### config.mk
export PLATFORM = sky130hd
export DESIGN_NAME = timer16_capture_compare
export DESIGN_NICKNAME = d
export VERILOG_FILES = /design/src/hw/pin_sync3.v /design/src/hw/prescaler_taps.v /design/src/hw/timer16_capture_compare.v
export VERILOG_INCLUDE_DIRS = /design/src /design/src/hw
export SDC_FILE = /design/constraint.sdc
export NUM_CORES = 1
export LEC_CHECK = 0
export BUFFER_PORTS_ARGS = -buffer_cell sky130_fd_sc_hd__buf_2
export CORE_AREA = 4 4 161 163
export CTS_CLUSTER_DIAMETER = 30
export DETAILED_ROUTE_END_ITERATION = 12
export DIE_AREA = 0 0 165 167
export HOLD_SLACK_MARGIN = 0.15
export PLACE_DENSITY_LB_ADDON = 0.25
export SKIP_LAST_GASP = 1
export SLEW_MARGIN = 30
export SYNTH_ARGS = -nofsm -noshare
export SYNTH_HDL_FRONTEND = slang
export SYNTH_SLANG_ARGS = --single-unit
### constraint.sdc
create_clock -name clock -period 4.69 [get_ports clock]
set_input_delay 0 -clock clock [delete_from_list [all_inputs] [get_ports clock]]
set_output_delay 0 -clock clock [all_outputs]
set_load 0.03 [all_outputs]
### src/hw/timer16_regs.vh
`ifndef TIMER16_REGS_VH
`define TIMER16_REGS_VH

`define ADDR_CONTROL_A 8'h80
`define ADDR_CONTROL_B 8'h81
`define ADDR_CONTROL_C 8'h82
`define ADDR_COUNT_LO 8'h84
`define ADDR_COUNT_HI 8'h85
`define ADDR_CAPTURE_LO 8'h86
`define ADDR_CAPTURE_HI 8'h87
`define ADDR_CMP_A_LO 8'h88
`define ADDR_CMP_A_HI 8'h89
`define ADDR_CMP_B_LO 8'h8a
`define ADDR_CMP_B_HI 8'h8b
`define ADDR_IRQ_MASK 8'h6f
`define ADDR_IRQ_FLAGS 8'h36

`define CTRL_A_RESET 8'h00
`define CTRL_B_RESET 8'h00
`define MASK_RESET 8'h00
`define CTRL_B_WRITE_MASK 8'hdf
`define MASK_WRITE_MASK 8'h27

`define BIT_FILTER_EN 7
`define BIT_EDGE_SEL 6
`define BIT_FORCE_A 7
`define BIT_FORCE_B 6
`define BIT_CAPTURE 5
`define BIT_MATCH_B 2
`define BIT_MATCH_A 1
`define BIT_OVERFLOW 0

`define CS_STOP 3'h0
`define CS_DIV1 3'h1
`define CS_DIV8 3'h2
`define CS_DIV64 3'h3
`define CS_DIV256 3'h4
`define CS_DIV1024 3'h5
`define CS_EXT_FALL 3'h6
`define CS_EXT_RISE 3'h7

`define FILTER_SAMPLES 4
`define TOP_MAX 16'hffff
`define TOP_8BIT 16'h00ff
`define TOP_9BIT 16'h01ff
`define TOP_10BIT 16'h03ff

`endif

### src/hw/pin_sync3.v
`timescale 1ns/100ps
`default_nettype none

module pin_sync3 (
  input wire clock,
  input wire rst,
  input wire pin,
  output wire level
);

  reg s1_ff;
  reg s2_ff;
  reg s3_ff;
  reg level_ff;

  // A change is taken only once the second and third stages agree.
  always @(posedge clock or posedge rst) begin
    if (rst) begin
      s1_ff <= 1'b0;
      s2_ff <= 1'b0;
      s3_ff <= 1'b0;
      level_ff <= 1'b0;
    end else begin
      s1_ff <= pin;
      s2_ff <= s1_ff;
      s3_ff <= s2_ff;
      if (s2_ff == s3_ff) begin
        level_ff <= s3_ff;
      end
    end
  end

  assign level = level_ff;

endmodule

`default_nettype wire

### src/hw/prescaler_taps.v
`timescale 1ns/100ps
`default_nettype none

module prescaler_taps #(
  parameter WIDTH = 10
) (
  input wire clock,
  input wire rst,
  output wire tick_8,
  output wire tick_64,
  output wire tick_256,
  output wire tick_1024
);

  reg [WIDTH-1:0] div_ff;

  // Free running, so a newly selected tap may fire early on its first period.
  always @(posedge clock or posedge rst) begin
    if (rst) begin
      div_ff <= {WIDTH{1'b0}};
    end else begin
      div_ff <= div_ff + {{(WIDTH-1){1'b0}}, 1'b1};
    end
  end

  assign tick_8 = &div_ff[2:0];
  assign tick_64 = &div_ff[5:0];
  assign tick_256 = &div_ff[7:0];
  assign tick_1024 = &div_ff[9:0];

endmodule

`default_nettype wire

### src/hw/timer16_capture_compare.v
`timescale 1ns/100ps
`default_nettype none
`include "timer16_regs.vh"

module timer16_capture_compare (
  input wire clock,
  input wire rst,
  input wire [7:0] addr,
  input wire wr_en,
  input wire rd_en,
  input wire [7:0] wdata,
  output wire [7:0] rdata,
  input wire capture_input_pin,
  input wire external_count_pin,
  input wire comparator_out,
  input wire capture_from_comparator,
  input wire global_irq_enable,
  input wire [3:0] irq_ack,
  output wire [3:0] irq_req,
  output wire compare_output_pin_a,
  output wire compare_output_pin_b
);

  reg [7:0] ctrl_a_ff;
  reg [7:0] ctrl_b_ff;
  reg [7:0] mask_ff;
  reg [7:0] temp_ff;
  reg [15:0] count_ff;
  reg [15:0] cmp_a_ff;
  reg [15:0] cmp_b_ff;
  reg [15:0] capture_ff;
  reg down_ff;
  reg block_ff;
  reg flag_cap_ff;
  reg flag_a_ff;
  reg flag_b_ff;
  reg flag_ov_ff;
  reg [3:0] filt_ff;
  reg filt_out_ff;
  reg cap_prev_ff;
  reg ext_prev_ff;
  reg out_a_ff;
  reg out_b_ff;
  reg [7:0] rdata_ff;
  reg [3:0] irq_ff;
  reg [7:0] nxt_rdata;
  reg tick;

  wire pin_cap_level;
  wire pin_ext_level;
  wire tick_8;
  wire tick_64;
  wire tick_256;
  wire tick_1024;

  function [15:0] top_of;
    input [3:0] m;
    input [15:0] ocra;
    input [15:0] icr;
    begin
      case (m)
        4'h1, 4'h5: top_of = `TOP_8BIT;
        4'h2, 4'h6: top_of = `TOP_9BIT;
        4'h3, 4'h7: top_of = `TOP_10BIT;
        4'h4, 4'h9, 4'hb, 4'hf: top_of = ocra;
        4'h8, 4'ha, 4'hc, 4'he: top_of = icr;
        default: top_of = `TOP_MAX;
      endcase
    end
  endfunction

  // Non-PWM match effect on an output, chosen by the output mode bits.
  function match_level;
    input [1:0] com;
    input pin;
    begin
      case (com)
        2'h1: match_level = ~pin;
        2'h2: match_level = 1'b0;
        2'h3: match_level = 1'b1;
        default: match_level = pin;
      endcase
    end
  endfunction

  wire [3:0] waveform_mode = {ctrl_b_ff[4:3], ctrl_a_ff[1:0]};
  wire [2:0] clock_source_select = ctrl_b_ff[2:0];
  wire capture_filter_enable = ctrl_b_ff[`BIT_FILTER_EN];
  wire capture_edge_select = ctrl_b_ff[`BIT_EDGE_SEL];
  wire [1:0] com_a = ctrl_a_ff[7:6];
  wire [1:0] com_b = ctrl_a_ff[5:4];
  wire [15:0] top_value = top_of(waveform_mode, cmp_a_ff, capture_ff);
  wire pwm = !(waveform_mode == 4'h0 || waveform_mode == 4'h4 || waveform_mode[3:1] == 3'h6);
  wire phase = !waveform_mode[2] && (waveform_mode[3] || |waveform_mode[1:0]);
  wire icr_top = waveform_mode[3] && !waveform_mode[0];

  pin_sync3 u_cap_sync (
    .clock(clock),
    .rst(rst),
    .pin(capture_input_pin),
    .level(pin_cap_level)
  );

  pin_sync3 u_ext_sync (
    .clock(clock),
    .rst(rst),
    .pin(external_count_pin),
    .level(pin_ext_level)
  );

  prescaler_taps #(.WIDTH(10)) u_prescaler (
    .clock(clock),
    .rst(rst),
    .tick_8(tick_8),
    .tick_64(tick_64),
    .tick_256(tick_256),
    .tick_1024(tick_1024)
  );

  // The pin level is used regardless of the pin's direction elsewhere.
  always @* begin
    case (clock_source_select)
      `CS_DIV1: tick = 1'b1;
      `CS_DIV8: tick = tick_8;
      `CS_DIV64: tick = tick_64;
      `CS_DIV256: tick = tick_256;
      `CS_DIV1024: tick = tick_1024;
      `CS_EXT_FALL: tick = ext_prev_ff & ~pin_ext_level;
      `CS_EXT_RISE: tick = ~ext_prev_ff & pin_ext_level;
      default: tick = 1'b0;
    endcase
  end

  wire cpu_wr = wr_en;
  wire wr_count = cpu_wr && addr == `ADDR_COUNT_LO;
  wire wr_flags = cpu_wr && addr == `ADDR_IRQ_FLAGS;
  wire force_a = cpu_wr && addr == `ADDR_CONTROL_C && wdata[`BIT_FORCE_A] && !pwm;
  wire force_b = cpu_wr && addr == `ADDR_CONTROL_C && wdata[`BIT_FORCE_B] && !pwm;

  wire cap_src = capture_from_comparator ? comparator_out : pin_cap_level;
  wire cap_level = capture_filter_enable ? filt_out_ff : cap_src;
  wire cap_edge = capture_edge_select ? (cap_level & ~cap_prev_ff)
                                      : (~cap_level & cap_prev_ff);
  wire cap_event = cap_edge && !icr_top;
  wire at_top = tick && count_ff == top_value;
  wire match_a = tick && !block_ff && count_ff == cmp_a_ff;
  wire match_b = tick && !block_ff && count_ff == cmp_b_ff;
  wire bottom_wrap = at_top && pwm && !phase;
  wire ov_event = phase ? (tick && down_ff && count_ff == 16'h0000)
                : (pwm ? at_top : (tick && count_ff == `TOP_MAX));
  wire cap_flag_event = cap_event || (icr_top && at_top);

  // Filter output moves only once all samples in the window agree.
  always @(posedge clock or posedge rst) begin
    if (rst) begin
      filt_ff <= 4'h0;
      filt_out_ff <= 1'b0;
      cap_prev_ff <= 1'b0;
      ext_prev_ff <= 1'b0;
    end else begin
      filt_ff <= {filt_ff[`FILTER_SAMPLES-2:0], cap_src};
      if (&filt_ff) begin
        filt_out_ff <= 1'b1;
      end else if (~|filt_ff) begin
        filt_out_ff <= 1'b0;
      end
      cap_prev_ff <= cap_level;
      ext_prev_ff <= pin_ext_level;
    end
  end

  // A CPU write to the counter wins over counting in the same cycle.
  always @(posedge clock or posedge rst) begin
    if (rst) begin
      count_ff <= 16'h0000;
      down_ff <= 1'b0;
      block_ff <= 1'b0;
    end else if (wr_count) begin
      count_ff <= {temp_ff, wdata};
      block_ff <= 1'b1;
    end else if (tick) begin
      block_ff <= 1'b0;
      if (phase) begin
        if (!down_ff) begin
          if (count_ff >= top_value) begin
            down_ff <= 1'b1;
            count_ff <= count_ff - 16'h0001;
          end else begin
            count_ff <= count_ff + 16'h0001;
          end
        end else if (count_ff == 16'h0000) begin
          down_ff <= 1'b0;
          count_ff <= count_ff + 16'h0001;
        end else begin
          count_ff <= count_ff - 16'h0001;
        end
      end else if (count_ff == top_value) begin
        count_ff <= 16'h0000;
      end else begin
        count_ff <= count_ff + 16'h0001;
      end
    end
  end

  // Forced strobes drive the output like the counted non-PWM match; the strobe is checked first.
  always @(posedge clock or posedge rst) begin
    if (rst) begin
      out_a_ff <= 1'b0;
      out_b_ff <= 1'b0;
    end else begin
      if (force_a) begin
        out_a_ff <= match_level(com_a, out_a_ff);
      end else if (match_a && !pwm) begin
        out_a_ff <= match_level(com_a, out_a_ff);
      end else if (match_a && com_a[1]) begin
        out_a_ff <= (phase && down_ff) ? ~com_a[0] : com_a[0];
      end else if (bottom_wrap && com_a[1]) begin
        out_a_ff <= ~com_a[0];
      end
      if (force_b) begin
        out_b_ff <= match_level(com_b, out_b_ff);
      end else if (match_b && !pwm) begin
        out_b_ff <= match_level(com_b, out_b_ff);
      end else if (match_b && com_b[1]) begin
        out_b_ff <= (phase && down_ff) ? ~com_b[0] : com_b[0];
      end else if (bottom_wrap && com_b[1]) begin
        out_b_ff <= ~com_b[0];
      end
    end
  end

  // Setting beats clearing so an event in the clearing cycle is kept.
  always @(posedge clock or posedge rst) begin
    if (rst) begin
      flag_cap_ff <= 1'b0;
      flag_a_ff <= 1'b0;
      flag_b_ff <= 1'b0;
      flag_ov_ff <= 1'b0;
    end else begin
      if (cap_flag_event) begin
        flag_cap_ff <= 1'b1;
      end else if ((wr_flags && wdata[`BIT_CAPTURE]) || irq_ack[3]) begin
        flag_cap_ff <= 1'b0;
      end
      if (match_a) begin
        flag_a_ff <= 1'b1;
      end else if ((wr_flags && wdata[`BIT_MATCH_A]) || irq_ack[1]) begin
        flag_a_ff <= 1'b0;
      end
      if (match_b) begin
        flag_b_ff <= 1'b1;
      end else if ((wr_flags && wdata[`BIT_MATCH_B]) || irq_ack[2]) begin
        flag_b_ff <= 1'b0;
      end
      if (ov_event) begin
        flag_ov_ff <= 1'b1;
      end else if ((wr_flags && wdata[`BIT_OVERFLOW]) || irq_ack[0]) begin
        flag_ov_ff <= 1'b0;
      end
    end
  end

  // Control, compare and capture registers with the shared high byte latch.
  always @(posedge clock or posedge rst) begin
    if (rst) begin
      ctrl_a_ff <= `CTRL_A_RESET;
      ctrl_b_ff <= `CTRL_B_RESET;
      mask_ff <= `MASK_RESET;
      temp_ff <= 8'h00;
      cmp_a_ff <= 16'h0000;
      cmp_b_ff <= 16'h0000;
      capture_ff <= 16'h0000;
    end else begin
      if (cpu_wr) begin
        case (addr)
          `ADDR_CONTROL_A: ctrl_a_ff <= wdata;
          `ADDR_CONTROL_B: ctrl_b_ff <= wdata & `CTRL_B_WRITE_MASK;
          `ADDR_IRQ_MASK: mask_ff <= wdata & `MASK_WRITE_MASK;
          `ADDR_COUNT_HI, `ADDR_CAPTURE_HI, `ADDR_CMP_A_HI, `ADDR_CMP_B_HI: begin
            temp_ff <= wdata;
          end
          `ADDR_CMP_A_LO: cmp_a_ff <= {temp_ff, wdata};
          `ADDR_CMP_B_LO: cmp_b_ff <= {temp_ff, wdata};
          default: ;
        endcase
      end else if (rd_en) begin
        case (addr)
          `ADDR_COUNT_LO: temp_ff <= count_ff[15:8];
          `ADDR_CAPTURE_LO: temp_ff <= capture_ff[15:8];
          `ADDR_CMP_A_LO: temp_ff <= cmp_a_ff[15:8];
          `ADDR_CMP_B_LO: temp_ff <= cmp_b_ff[15:8];
          default: ;
        endcase
      end
      if (cpu_wr && addr == `ADDR_CAPTURE_LO) begin
        capture_ff <= {temp_ff, wdata};
      end else if (cap_event) begin
        capture_ff <= count_ff;
      end
    end
  end

  // Force strobes and reserved bits read as zero.
  always @* begin
    case (addr)
      `ADDR_CONTROL_A: nxt_rdata = ctrl_a_ff;
      `ADDR_CONTROL_B: nxt_rdata = ctrl_b_ff;
      `ADDR_CONTROL_C: nxt_rdata = 8'h00;
      `ADDR_COUNT_LO: nxt_rdata = count_ff[7:0];
      `ADDR_CAPTURE_LO: nxt_rdata = capture_ff[7:0];
      `ADDR_CMP_A_LO: nxt_rdata = cmp_a_ff[7:0];
      `ADDR_CMP_B_LO: nxt_rdata = cmp_b_ff[7:0];
      `ADDR_COUNT_HI, `ADDR_CAPTURE_HI, `ADDR_CMP_A_HI, `ADDR_CMP_B_HI: begin
        nxt_rdata = temp_ff;
      end
      `ADDR_IRQ_MASK: nxt_rdata = mask_ff;
      `ADDR_IRQ_FLAGS: nxt_rdata = {2'h0, flag_cap_ff, 2'h0, flag_b_ff, flag_a_ff, flag_ov_ff};
      default: nxt_rdata = 8'h00;
    endcase
  end

  always @(posedge clock or posedge rst) begin
    if (rst) begin
      rdata_ff <= 8'h00;
      irq_ff <= 4'h0;
    end else begin
      if (rd_en) begin
        rdata_ff <= nxt_rdata;
      end
      irq_ff <= {flag_cap_ff & mask_ff[`BIT_CAPTURE],
                 flag_b_ff & mask_ff[`BIT_MATCH_B],
                 flag_a_ff & mask_ff[`BIT_MATCH_A],
                 flag_ov_ff & mask_ff[`BIT_OVERFLOW]} & {4{global_irq_enable}};
    end
  end

  assign rdata = rdata_ff;
  assign irq_req = irq_ff;
  assign compare_output_pin_a = out_a_ff;
  assign compare_output_pin_b = out_b_ff;

endmodule

`default_nettype wire

==> flow_summary.ini <==
[status]
status = completed

[global_routing]
grt-busiest-layer = met2
use_met1_pct = 28.4
track_usage_pct = 19.3
grt_use_met2_pct = 29.1
grt_antenna_before_repair = 0
grt_max_degree = 102
overflow = 0
grt_use_met3_pct = 3.68
grt_pass1_wl_um = 40600
grt_pass1_vias = 6602

[final_layout]
diodes = 0
fin_cells = 1234
fin_nets = 947
utilization_pct = 39.7
fin_area_um2 = 9660
area_growth_syn_to_layout_pct = 14.4
drive_gt1_share_pct = 18.6

[routing]
drc = 0
route.vias.total = 6982
viasPerCell = 5.66
drtIter0Drc = 624
wl_um = 26400
first_pass_iters = 5
ant_nets = 0
avgRoutedWirePerCell_um = 21.4

[flow_run]
maxCapViolations = 0

[yosys]
syn_inst = 866
syn_nets = 916
synth-seq-cells = 136
synthFlopType = dfrtp_1
synth_edf_count = 0
yosys.area.top_type = dfrtp_1
yosysTopAreaCellShare_pct = 40.3
yosys_warnings = 0
synthTopCellsByArea = dfrtp_1 (40%), mux2i_1 (6.8%), mux2_2 (6.3%), nand2_1 (3.7%), xor2_1 (3.2%)
avgSynthCellArea_um2 = 9.75
synthesis.area_um2 = 8440
synthArstFlopShare_pct = 100
yosysSeqAreaShare_pct = 40.3
ys_types = 83

[clock_network]
post_cts_resized = 0
clockBufferDepth = 2
htreeDepth = 4
cts_tree = done
numCtsBuffers = 17
clock_latency_ns = 0.44
cts-root-buf = clkbuf_16
cts.sinks = 136
clkSlewWorstSetupHoldPaths_ns = 0.07

[sta]
max-slew-margin-rel_pct = 37.9
worst_slew_pin_slew_ns = 0.925
rsz0062_at_grt = false
period_share_pct = 86.0
holdWs_ns = 0.171
fmax_mhz = 248
skew_ns = 0.0104
min_period_ns = 4.04
setup_viol = 0
report.final.hold_viol_count = 0
slew_violations = 0
finalSetupTns_ns = 0

[worst_setup_path]
r2r-start = ctrl_a_ff[0]
crit_path_end_kind = flip-flop
start_kind = flip-flop
rr_worst_depth = 11
cp.required_ns = 5.06
crit_type = flip-flop to flip-flop
r2r_slack_ns = 0.65
cp_max_fo = 18
arrival_ns = 4.41
rr_endpoint = flag_ov_ff

[power]
clockPowerShare_pct = 36.2
p_switching_w = 0.00140
ir_drop_mv = 0.241
p_int_w = 0.00243
p_per_area_nw_per_um2 = 396
p_comb_share_pct = 22.0
swShare_pct = 36.6
cellLeakagePower_nw = 4.35
p_seq_share_pct = 41.8

[die]
die_y_um = 167
io_pins = 43
die_area_um2 = 27600
fp.dieW_um = 165
core_um2 = 24300
start_util_pct = 34.7
rows = 57

[placed_design]
hpwlAfterDp_um = 18500
placed_cell_area_um2 = 8830
port_buffers = 42
place_congestion = 0.892
dpl.cell_count = 1180

[hold_path]
hp-class = input pin to flip-flop
holdPathStages = 3
min_to = temp_ff[1]
hold_start = wr_en
## worst max-delay path by stage
stage                      start            to  slack (ns)  depth (start not counted)
finish              ctrl_a_ff[0]    flag_ov_ff        0.65                         11
global route        ctrl_b_ff[3]  count_ff[15]        0.40                         13
CTS                 ctrl_a_ff[0]    flag_ov_ff        0.71                         11
detailed placement  ctrl_b_ff[3]  count_ff[15]        0.82                         13
global placement    ctrl_b_ff[3]  count_ff[13]        0.92                         13
floorplan                    rst      block_ff        1.05                          1
## flip-flops by register name (all words and copies together) (netlist names), 7 cells and up
signal              flops
rdata                   8
cmp_a_ff               16
ctrl_b_ff               7
cmp_b_ff               16
temp_ff                 8
capture_ff             16
ctrl_a_ff               8
count_ff               16
u_prescaler.div_ff     10
## critical path, stage by stage, from the launching register on
cell           delay, ns
dfrtp_1             0.58
nor3_1              0.51
nand2b_1            0.31
a211oi_1            0.14
ha_1                0.31
nand4_1             0.19
nor3_1              0.30
nand2b_1            0.17
or3b_2              0.55
o211ai_1            0.20
a32o_1              0.17
dlygate4sd3_1       0.54
## cell families (layout without fill, tap and decap cells)
kind of cell	count (synthesis)	after routing	share of synthesized area, %
buffers and inverters	81	125	4.59
DFF	136	136	40.3
muxes	110	110	13.8
xor gates and xnor gates	51	51	5.38
adders and majority gates	23	23	3.35
and+or+nand+nor	278	278	17.9
AOI/OAI and AO/OA	187	187	14.7
## cell type report
class	count	area, um2
clock buffers	17	425
inverters	19	78.8
multi-input cells	649	4660
well taps	324	405
clock inverters	15	174
repair buffers	74	510
flip-flops and latches	136	3400
fillers	2356	14700
## stage by stage
| step | power [W] | setup slack [ns] |
|---|---|---|
| after CTS | 0.00383 | 0.706 |
| after floorplan | 0.00215 | 1.05 |
| after global routing | 0.00400 | 0.397 |
| after global placement | 0.00242 | 0.915 |
| after detailed placement | 0.00243 | 0.821 |
| final | 0.00383 | 0.655 |
## cells in the final DEF (no fill, tap or decap), types with 18 or more instances in the layout
master,Yosys,routed
and3_1,20,19
dlygate4sd3_1,0,21
buf_2,24,42
nand3_1,21,21
a21oi_1,34,34
inv_1,19,18
nand2_1,84,83
xor2_1,31,31
dfrtp_1,136,136
ha_1,21,21
nor2_1,49,49
mux2i_1,57,57
xnor2_1,19,19
o21ai_1,22,22
mux2_2,47,47
o21ai_0,38,38
## synth_stat cells (14+ instances only)
master / n
a21oi_1: 34
and3_1: 20
buf_2: 24
clkbuf_1: 24
dfrtp_1: 136
ha_1: 21
inv_1: 19
mux2_2: 47
mux2i_1: 57
nand2_1: 84
nand3_1: 21
nand4_1: 14
nor2_1: 49
nor3_1: 16
o21ai_0: 38
o21ai_1: 22
xnor2_1: 19
xor2_1: 31
## power groups by stage
stage	clock network [W]	logic, W	registers [W]
floorplan	0	0.000723	0.00143
global placement	0	0.000811	0.00161
detailed placement	0	0.000822	0.00160
CTS	0.00141	0.000835	0.00158
global route	0.00146	0.000926	0.00161
finish	0.00139	0.000841	0.00160
## timing repair
item / in CTS / in global routing
endpoints found under the hold margin: 178 / 0
hold buffers: 21 / 0
setup buffers: 0 / 0
## layer usage
metal	wire, um	part of all wire, %
met5	0	0
met2	12000	45
met1	12200	46
met4	610	2.3
met3	1560	5.9
No activity file was read; power rests on OpenSTA's default activity.
